`config.mk`:
```
export PLATFORM = sky130hd
export DESIGN_NAME = fine_gain_trim_regs
export DESIGN_NICKNAME = d
export VERILOG_FILES = /design/src/hw/fine_gain_trim_regs.v /design/src/hw/fine_gain_cell.v
export VERILOG_INCLUDE_DIRS = /design/src /design/src/hw
export SDC_FILE = /design/constraint.sdc
export NUM_CORES = 1
export LEC_CHECK = 0
export BUFFER_PORTS_ARGS = -buffer_cell sky130_fd_sc_hd__buf_2
export CAP_MARGIN = 30
export CORE_MARGIN = 2
export CORE_UTILIZATION = 49
export DETAILED_ROUTE_END_ITERATION = 10
export PLACE_DENSITY_LB_ADDON = 0.12
export SETUP_SLACK_MARGIN = 0.2
export SYNTH_ARGS = -nofsm -noshare
export SYNTH_HDL_FRONTEND = slang
export SYNTH_SLANG_ARGS = --single-unit
```
`constraint.sdc`:
```
create_clock -name pclk -period 2.57 [get_ports pclk]
set_input_delay 0.257 -clock pclk [delete_from_list [all_inputs] [get_ports pclk]]
set_output_delay 0.257 -clock pclk [all_outputs]
set_load 0.1 [all_outputs]
```
`src/hw/fine_gain_map.vh`:
```
// Register offsets, field layout and reset values of the fine gain trim bank.
`ifndef FINE_GAIN_MAP_VH
`define FINE_GAIN_MAP_VH

// Printed offsets are register indices, so the byte address is four times the index.
`define FG_IDX_CONV1 12'h361
`define FG_IDX_CONV2_INPUT_A 12'h362
`define FG_IDX_CONV2_INPUT_B 12'h363
`define FG_IDX_CONV3_INPUT_C 12'h364
`define FG_IDX_CONV3_INPUT_D 12'h365
`define FG_IDX_CONV4 12'h366
`define FG_IDX_CONV5 12'h367
`define FG_IDX_FIRST 12'h361
`define FG_NUM_REGS 7
`define FG_ADDR_LSB 2
`define FG_ADDR_W 14
`define FG_FIELD_MSB 4
`define FG_FIELD_LSB 0
`define FG_RSVD_MSB 7
`define FG_RSVD_LSB 5
`define FG_REG_RESET 8'h00
`define FG_WIDTH 8

`endif

```
`src/hw/fine_gain_trim_regs.v`:
```
// Fine gain trim register bank with APB access and per-core gain selection.
`timescale 1ns/10ps
`default_nettype none
`include "fine_gain_map.vh"

// Summary of operation
// Core 1 uses its own 5-bit trim.
// Core 2 on input A uses input-A trim.
// Core 2 on input B uses input-B trim.
// Core 3 on input C uses input-C trim.
// Core 3 on input D uses input-D trim.
// Core 4 uses its own 5-bit trim.
// Core 5 uses its own 5-bit trim.
// Software keeps reserved bits 7:5 at zero.
// Reset loads factory fuse trims into fields.
// Writes affect later samples; reads return held.
module fine_gain_trim_regs #(
    parameter NREG = `FG_NUM_REGS
) (
    input wire pclk,
    input wire presetn,
    input wire psel,
    input wire penable,
    input wire pwrite,
    input wire [31:0] paddr,
    input wire [31:0] pwdata,
    input wire [3:0] pstrb,
    output wire [31:0] prdata,
    output wire pready,
    output wire pslverr,
    input wire [8*NREG-1:0] fuse_defaults,
    input wire conv2_sel_input_b,
    input wire conv3_sel_input_d,
    output reg [4:0] gain_conv1_r,
    output reg [4:0] gain_conv2_r,
    output reg [4:0] gain_conv3_r,
    output reg [4:0] gain_conv4_r,
    output reg [4:0] gain_conv5_r
);

    // ==========================================================
    // Fuse load sequencing
    // ==========================================================
    // The fuse bus is sampled one clock after reset release, so reset
    // itself only ever drives constants into the flops.
    reg fuse_done_r;
    wire fuse_load;

    always @(posedge pclk or negedge presetn)
    begin
        if (!presetn)
            fuse_done_r <= 1'b0;
        else
            fuse_done_r <= 1'b1;
    end

    assign fuse_load = !fuse_done_r;

    // ==========================================================
    // APB decode
    // ==========================================================
    wire [11:0] idx;
    wire [11:0] rel;
    wire in_range;
    wire access;
    wire [8*NREG-1:0] regs_flat;

    assign idx = paddr[`FG_ADDR_W-1:`FG_ADDR_LSB];
    assign rel = idx - `FG_IDX_FIRST;
    assign in_range = (idx >= `FG_IDX_FIRST) && (rel < NREG) &&
        (paddr[`FG_ADDR_LSB-1:0] == 2'h0) && (paddr[31:`FG_ADDR_W] == 18'h00000);
    assign access = psel && penable;
    // Zero wait states; registers are ready while the fuse copy is in progress too.
    assign pready = 1'b1;
    assign pslverr = access && !in_range;

    // Only byte lane 0 carries the register, so pstrb[0] gates the write.
    // Reserved bits 7:5 are stored as written and read back.
    genvar g;
    generate
        for (g = 0; g < NREG; g = g + 1)
        begin : cells
            fine_gain_cell #(
                .WIDTH(`FG_WIDTH)
            ) u_cell (
                .pclk(pclk),
                .presetn(presetn),
                .fuse_load(fuse_load),
                .fuse_value(fuse_defaults[8*g+7:8*g]),
                .wr_en(access && pwrite && in_range && pstrb[0] && (rel == g)),
                .wr_data(pwdata[7:0]),
                .value_r(regs_flat[8*g+7:8*g])
            );
        end
    endgenerate

    // Read data comes straight from the held register, upper bits zero.
    reg [7:0] rd_byte;
    integer i;

    always @*
    begin
        rd_byte = 8'h00;
        for (i = 0; i < NREG; i = i + 1)
        begin
            if (in_range && (rel == i))
                rd_byte = regs_flat[8*i+:8];
        end
    end

    assign prdata = {24'h000000, rd_byte};

    // ==========================================================
    // Gain selection toward the converter cores
    // ==========================================================
    // Selection is registered so each core sees a clean value at sample time;
    // a write is visible to cores one clock after its APB access edge.
    always @(posedge pclk or negedge presetn)
    begin
        if (!presetn)
        begin
            gain_conv1_r <= 5'h00;
            gain_conv2_r <= 5'h00;
            gain_conv3_r <= 5'h00;
            gain_conv4_r <= 5'h00;
            gain_conv5_r <= 5'h00;
        end
        else
        begin
            gain_conv1_r <= regs_flat[8*0+`FG_FIELD_MSB:8*0];
            if (conv2_sel_input_b)
                gain_conv2_r <= regs_flat[8*2+`FG_FIELD_MSB:8*2];
            else
                gain_conv2_r <= regs_flat[8*1+`FG_FIELD_MSB:8*1];
            if (conv3_sel_input_d)
                gain_conv3_r <= regs_flat[8*4+`FG_FIELD_MSB:8*4];
            else
                gain_conv3_r <= regs_flat[8*3+`FG_FIELD_MSB:8*3];
            gain_conv4_r <= regs_flat[8*5+`FG_FIELD_MSB:8*5];
            gain_conv5_r <= regs_flat[8*6+`FG_FIELD_MSB:8*6];
        end
    end

endmodule // fine_gain_trim_regs

`default_nettype wire

```
`src/hw/fine_gain_cell.v`:
```
// One fine gain trim register with fuse load and APB write.
`timescale 1ns/10ps
`default_nettype none
`include "fine_gain_map.vh"

module fine_gain_cell #(
    parameter WIDTH = 8
) (
    input wire pclk,
    input wire presetn,
    input wire fuse_load,
    input wire [WIDTH-1:0] fuse_value,
    input wire wr_en,
    input wire [WIDTH-1:0] wr_data,
    output reg [WIDTH-1:0] value_r
);

    // Asynchronous reset takes the printed zero; the fuse value follows one clock later.
    always @(posedge pclk or negedge presetn)
    begin
        if (!presetn)
            value_r <= `FG_REG_RESET;
        else if (fuse_load)
            value_r <= fuse_value;
        else if (wr_en)
            value_r <= wr_data;
    end

endmodule // fine_gain_cell

`default_nettype wire

```
==> flow_summary.json, run 1 <==
{
  "status": "complete, no violations",
  "antenna_cells": 0,
  "die_area_um2": 10120,
  "grt_first_pass_wirelength_um": 20280,
  "die_h_um": 100.6,
  "stdcell_area_um2": 5928,
  "worst-path-max-fanout": 8,
  "drt-initial-drc-count": 337,
  "syn_inst": 454,
  "synth-edff-count": 0,
  "netlist_area_um2": 4574,
  "drv_slew": 0,
  "yosysSeqAreaShare": 0.4486,
  "rrSetupSlack_ps": 790,
  "start_util": 0.4998,
  "synthDistinctLibCells": 43,
  "synth_most_common_cell": "dfrtp_1",
  "critPathLaunchType": "input port",
  "gp_congestion": 0.8734,
  "max-clock-path-buffers": 2,
  "clkSinkCount": 82,
  "drcViolationCount": 0,
  "syn_area_per_cell_um2": 10.08,
  "grt_max_degree": 53,
  "numCtsBuffers": 9,
  "synth.yosys.warnings": 0,
  "max-cap-violations": 0,
  "finalWirelength_um": 12900,
  "fin_skew_ps": 7.323,
  "p_total_mw": 3.528,
  "period_minus_slack_ps": 2361,
  "setup_viol": 0,
  "reg2reg_from": "fuse_done_r",
  "min_from": "fuse_defaults[10]",
  "synth_top_cell_by_area": "dfrtp_1",
  "ys_async_sr_fraction": 1.000,
  "wl_per_cell_um": 18.32,
  "grt_pass1_vias": 3796,
  "critPathKind": "in2out",
  "relSlewSlack": 0.4826,
  "drive_gt1_frac": 0.3845,
  "crit_start": "paddr[9]",
  "dr_total_vias": 4040,
  "cp-end-kind": "primary output",
  "rows": 35,
  "synthToLayoutAreaGrowth_pct": 29.60,
  "hold_viol": 0,
  "first_pass_iters": 5,
  "fmax_ghz": 0.4236,
  "h-tree-depth": 3,
  "die_x_um": 100.6,
  "rsz0062_at_grt": "yes",
  "dpl.hpwl_um": 9449,
  "num-nets-final": 720,
  "synth_top_area_frac": 0.4486,
  "ys_top_cells_by_count": "dfrtp_1, nor2_1, nand2_1, a221o_1, buf_4",
  "routed_via_density": 5.739,
  "io_pins": 190,
  "holdWs_ps": 129.9,
  "ir_drop_uv": 455.4,
  "postRouteAntennaNets": 0,
  "tightest_slew_ps": 776.1,
  "worstPathRequired_ps": 2310,
  "ys.flop_type": "dfrtp_1",
  "ys_ff_latch": 82,
  "placed_area_um2": 5670,
  "core_um2": 9153,
  "cts_tree": "yes",
  "fillCellCount": 740,
  "clkSlewWorstSetupHoldPaths_ps": 90,
  "power.leakage_nw": 2.749,
  "fin_crit_sh": 0.9187,
  "critPathArrivalTime_ps": 2100,
  "yosys-top-cells-area": "dfrtp_1, a221o_1, nor2_1",
  "grt_usage": 0.2651,
  "antenna_found_initial": 0,
  "cts-root-buf": "clkbuf_8",
  "power_density_nw_per_um2": 595.2,
  "clkLatencyLatePin_ps": 350,
  "io_buffers": 137,
  "overflow": 0,
  "hold_path.class": "in2reg"
}
critical path, stage by stage:
cell       delay [ps]
buf_2             120
nor3_4            330
o2111ai_4         230
or3_1             350
a211o_1           300
a211oi_4          300
buf_12            220
report_power, final:
group / switching (mW) / internal (mW)
Sequential: 0.0840 / 1.41
Clock: 0.458 / 0.642
Combinational: 0.703 / 0.233
Total: 1.25 / 2.28
cell usage in the layout (no fill, tap or decap), types with 3 or more instances in the layout:
master / Yosys / routed
a211oi_4: 0 / 8
a211oi_1: 16 / 8
nand2_1: 54 / 53
clkbuf_1: 15 / 3
nor2b_1: 10 / 10
conb_1: 2 / 26
a21oi_1: 12 / 12
buf_2: 11 / 128
nor4_4: 8 / 11
a221o_1: 48 / 48
a221oi_2: 0 / 5
nor4_1: 3 / 3
mux2_2: 15 / 15
and2_1: 8 / 8
buf_4: 27 / 25
a22oi_1: 5 / 5
nand4_1: 5 / 5
nand4b_1: 4 / 4
dfrtp_1: 82 / 81
nor2_1: 69 / 66
bufinv_16: 0 / 3
buf_12: 0 / 9
clkbuf_8: 0 / 9
mux2i_1: 12 / 12
area by class of cell:
| cell class | instances | area [um^2] | area share |
|---|---|---|---|
| Inverter | 2 | 7.507 | 0.001266 |
| Clock inverter | 3 | 90.09 | 0.01520 |
| Tap cell | 111 | 138.9 | 0.02343 |
| Sequential cell | 82 | 2053 | 0.3463 |
| Timing Repair Buffer | 163 | 1018 | 0.1718 |
| Multi-Input combinational cell | 331 | 2485 | 0.4192 |
| Clock buffer | 12 | 135.1 | 0.02279 |
kinds of logic after synthesis:
logic type,share of synthesized area
and+or+nand+nor,0.2265
xor gates and xnor gates,0.001915
buffers and inverters,0.07959
AOI/OAI and AO/OA,0.1786
DFF,0.4486
muxes,0.06318
other,0.001642
path summary, 6_finish.rpt:
kind | end | cells past startpoint
hold reg to reg | gain_conv4_r[0] | 0
max in group asynchronous | cells[2].u_cell.value_r[5] | 3
setup reg to reg | cells[5].u_cell.value_r[5] | 3
setup / recovery | prdata[6] | 7
hold / removal | cells[1].u_cell.value_r[2] | 2
min in group asynchronous | cells[0].u_cell.value_r[4] | 2
per-stage QoR:
| stage | setup WS (ps) | setup TNS (ps) | utilization | std cells |
|---|---|---|---|---|
| floorplan | -27.67 | -27.67 | - | 478 |
| global placement | 171.9 | 0 | 0.6195 | 686 |
| detailed placement | 159.0 | 0 | 0.6195 | 686 |
| CTS | 213.6 | 0 | 0.6455 | 702 |
| global route | 156.2 | 0 | 0.6477 | 704 |
| finish | 209.0 | 0 | 0.6477 | 704 |
routing by layer:
layer / vias to the layer above / part of all wire / GRT usage
met1: 1962 / 0.44 / 0.3841
li1: 1882 / - / -
met5: - / 0 / 0
met4: 0 / 0.019 / 0.07903
met2: 176 / 0.47 / 0.4056
met3: 20 / 0.073 / 0.04993
registers in the layout, indices dropped and copies added, names as in the netlist:
register              cells
cells.u_cell.value_r     56
gain_conv1_r              5
gain_conv2_r              5
gain_conv3_r              5
gain_conv4_r              5
gain_conv5_r              5
fuse_done_r               1
what timing repair did:
item	4_1_cts	5_1_grt
pin swaps	2	1
hold buffers	1	0
setup endpoints to repair	6	6
endpoints found under the hold margin	51	0
resized for setup	1	1
buffers inserted	0	2
Note: power is estimated with default switching activity, not from simulation.
==> run 2: changes to the inputs <==
CORE_UTILIZATION = 48   (was 49)
SYNTH_HIERARCHICAL = 1   (was not set)
==> run 2 against run 1 <==
  * Worst setup slack improved by 110 ps
  * Via count fell by 11%
  * Largest power group unchanged
  * Synthesized area fell by 3.5%
  * Register-to-register slack better by 420 ps
  * Synthesized cell count down 8.6%
  * Global-route usage is 2.1 points lower
  * Clock skew increased by 5.2 ps
==> flow_summary.json, run 2 <==
{
  "hold_viol": 0,
  "dr_wl_met3_um": 737,
  "finalWirelength_um": 11830,
  "p_total_mw": 3.345,
  "ys.flop_type": "dfrtp_1",
  "setup_viol": 0,
  "power_frac_comb": 0.271,
  "crit_top_cell": "buf_4",
  "ir_drop_uv": 397.3,
  "rsz0062_at_grt": "no",
  "switching_share": 0.3795,
  "path_cells": "buf_2, buf_4, buf_4, mux2_2, o21ai_0, a221oi_4, buf_12",
  "timing.rr.end": "cells[0].u_cell/value_r[6]",
  "clkSlewWorstSetupHoldPaths_ps": 100,
  "critPathLaunchType": "input port",
  "io_pins": 190,
  "fin_skew_ps": 12.54,
  "drcViolationCount": 0,
  "num-nets-final": 691,
  "min_from": "fuse_defaults[33]",
  "yosysSeqAreaShare": 0.4650,
  "dr_total_vias": 3601,
  "multi_input_area_um2": 2145,
  "antenna_found_initial": 0,
  "ys_async_sr_fraction": 1.000,
  "drive_gt1_frac": 0.3912,
  "max-clock-path-buffers": 2,
  "postCtsSetupBuffers": 0,
  "netSwitchingPower_mw": 1.270,
  "io_buffers": 137,
  "hold_depth": 3,
  "postRouteAntennaNets": 0,
  "rrSetupSlack_ps": 1210,
  "met2_wirelength_um": 5506,
  "numCtsBuffers": 9,
  "netlist_area_um2": 4413,
  "routed_via_density": 5.351,
  "path_delay_family": "buffers and inverters",
  "antenna_cells": 0,
  "rows": 34,
  "grt_first_pass_wirelength_um": 18410,
  "holdPathEnd": "cells[4].u_cell/value_r[1]",
  "drt-initial-drc-count": 216,
  "status": "complete, no violations",
  "start_util": 0.5011,
  "synthDistinctLibCells": 38,
  "max_stage_delay_ps": 360,
  "critPathSlowestCell": "mux2_2",
  "fmax_ghz": 0.4440,
  "cts_tree": "yes",
  "finish.utilization": 0.6286,
  "clkSinkCount": 82,
  "cts-root-buf": "clkbuf_8",
  "yosys-top-cells-area": "dfrtp_1, mux2i_1, o21ai_1",
  "grt_usage": 0.2436,
  "synthToLayoutAreaGrowth_pct": 25.43,
  "tightest_slew_ps": 553.6,
  "fin_crit_sh": 0.8764,
  "max-cap-violations": 0,
  "h-tree-depth": 3,
  "synth_top_area_frac": 0.4650,
  "crit_cells": 7,
  "overflow": 0,
  "worstPathRequired_ps": 2310,
  "fillCellCount": 754,
  "critPathArrivalTime_ps": 2000,
  "synth_most_common_cell": "dfrtp_1",
  "ys_top_cells_by_count": "dfrtp_1, mux2i_1, nand2_1, o21ai_1, buf_4",
  "gp_congestion": 0.8894,
  "power.leakage_nw": 2.401,
  "synth_top_cell_by_area": "dfrtp_1",
  "final_cell_mix": "buf_2, dfrtp_1, mux2i_1",
  "wl_met1_um": 5413,
  "regMostFlops": "cells.u_cell/value_r",
  "first_pass_iters": 4,
  "grt_pass1_vias": 3485,
  "die_h_um": 99.89,
  "syn_area_per_cell_um2": 10.63,
  "ys_ff_latch": 82,
  "r2r_cells": 4,
  "synth.yosys.warnings": 6,
  "hold_path.class": "in2reg",
  "syn_inst": 415,
  "dpl.hpwl_um": 8688,
  "die_area_um2": 9977,
  "layout_commonest_cell": "buf_2",
  "p_int_mw": 2.076,
  "largest_register_ffs": 56,
  "critPathKind": "in2out",
  "power_density_nw_per_um2": 604.4,
  "period_minus_slack_ps": 2252,
  "final-seq-area_um2": 2052,
  "die_x_um": 99.89,
  "pwr-share-seq": 0.439,
  "p_clk_frac": 0.290,
  "wl_per_cell_um": 17.57,
  "relSlewSlack": 0.6304,
  "worst-path-max-fanout": 13,
  "clkLatencyLatePin_ps": 360,
  "cp-end-kind": "primary output",
  "top_layer": "met4",
  "grt_max_degree": 49,
  "core_um2": 8806,
  "synth-edff-count": 0,
  "reg2reg_from": "fuse_done_r",
  "critPathBufInv": 4,
  "drv_slew": 0
}
-- run 2: cell types whose count changed after synthesis, moves of 14 or more --
| cell | previous run | this run |
|---|---|---|
| mux2i_1 | 12 | 64 |
| o21ai_1 | 0 | 56 |
| a221o_1 | 48 | 0 |
| nor2_1 | 69 | 5 |
| clkbuf_1 | 15 | 1 |
| a211oi_1 | 16 | 0 |
| buf_6 | 0 | 17 |
-- run 2: final cells by class --
cell class              instances  area share
repair buffers                158      0.1799
clock inverters                 7     0.01379
well taps                     108     0.02441
flip-flops and latches         82      0.3707
multi-input cells             307      0.3874
clock buffers                   9     0.02238
inverters                       2    0.001356
-- run 2: repair_timing --
| item | 4_1_cts | 5_1_grt |
|---|---|---|
| endpoints found under the setup margin | 0 | 2 |
| endpoints found under the hold margin | 39 | 0 |
| resized for setup | 0 | 1 |
| hold buffers | 1 | 0 |
-- run 2: worst min-delay path: stages --
cell     delay, ps
buf_2           80
nand2_1         40
o21ai_1         60
-- run 2: worst max-delay path by stage --
stage	start	to	slack, ps
after floorplan	paddr[12]	prdata[1]	-40
after global placement	paddr[12]	cells[2].u_cell/value_r[3]	320
after detailed placement	paddr[5]	cells[4].u_cell/value_r[5]	290
after CTS	paddr[2]	prdata[6]	320
after global routing	paddr[2]	prdata[6]	250
final	paddr[2]	prdata[6]	320
-- run 2: metal layers --
metal / track usage / vias up
met1: 0.3317 / 1718
met3: 0.04248 / 11
met2: 0.3992 / 146
met5: 0 / -
met4: 0.07798 / 0
li1: - / 1726
-- run 2: logic make-up (layout without fill, tap and decap cells) --
| family | after synthesis | in the layout | synth area share |
|---|---|---|---|
| simple gates | 107 | 107 | 0.1168 |
| mux | 87 | 87 | 0.2039 |
| compound gates | 86 | 86 | 0.1160 |
| flops | 82 | 82 | 0.4650 |
| buf+inv | 50 | 176 | 0.09470 |
| other cells | 2 | 26 | 0.001702 |
| xor+xnor | 1 | 1 | 0.001985 |
-- run 2: metrics by stage --
| step | hold slack (ps) | setup slack, ps | setup TNS (ps) | instance area, um^2 | std cells |
|---|---|---|---|---|---|
| after global routing | 94.21 | 247.3 | 0 | 5535 | 673 |
| final | 95.92 | 317.8 | 0 | 5535 | 673 |
| after detailed placement | 271.6 | 290.6 | 0 | 5320 | 656 |
| after global placement | 265.6 | 316.9 | 0 | 5320 | 656 |
| after CTS | 93.29 | 320.8 | 0 | 5530 | 673 |
| after floorplan | -38.59 | -40.64 | -162.6 | 4572 | 439 |
-- run 2: power groups by stage --
stage               registers (mW)  logic, mW  clock network [mW]
global route                  1.48      0.958                1.04
floorplan                     1.77      0.417                   0
global placement              1.49      0.895                   0
finish                        1.47      0.908               0.969
CTS                           1.47      0.910               0.982
detailed placement            1.49      0.906                   0
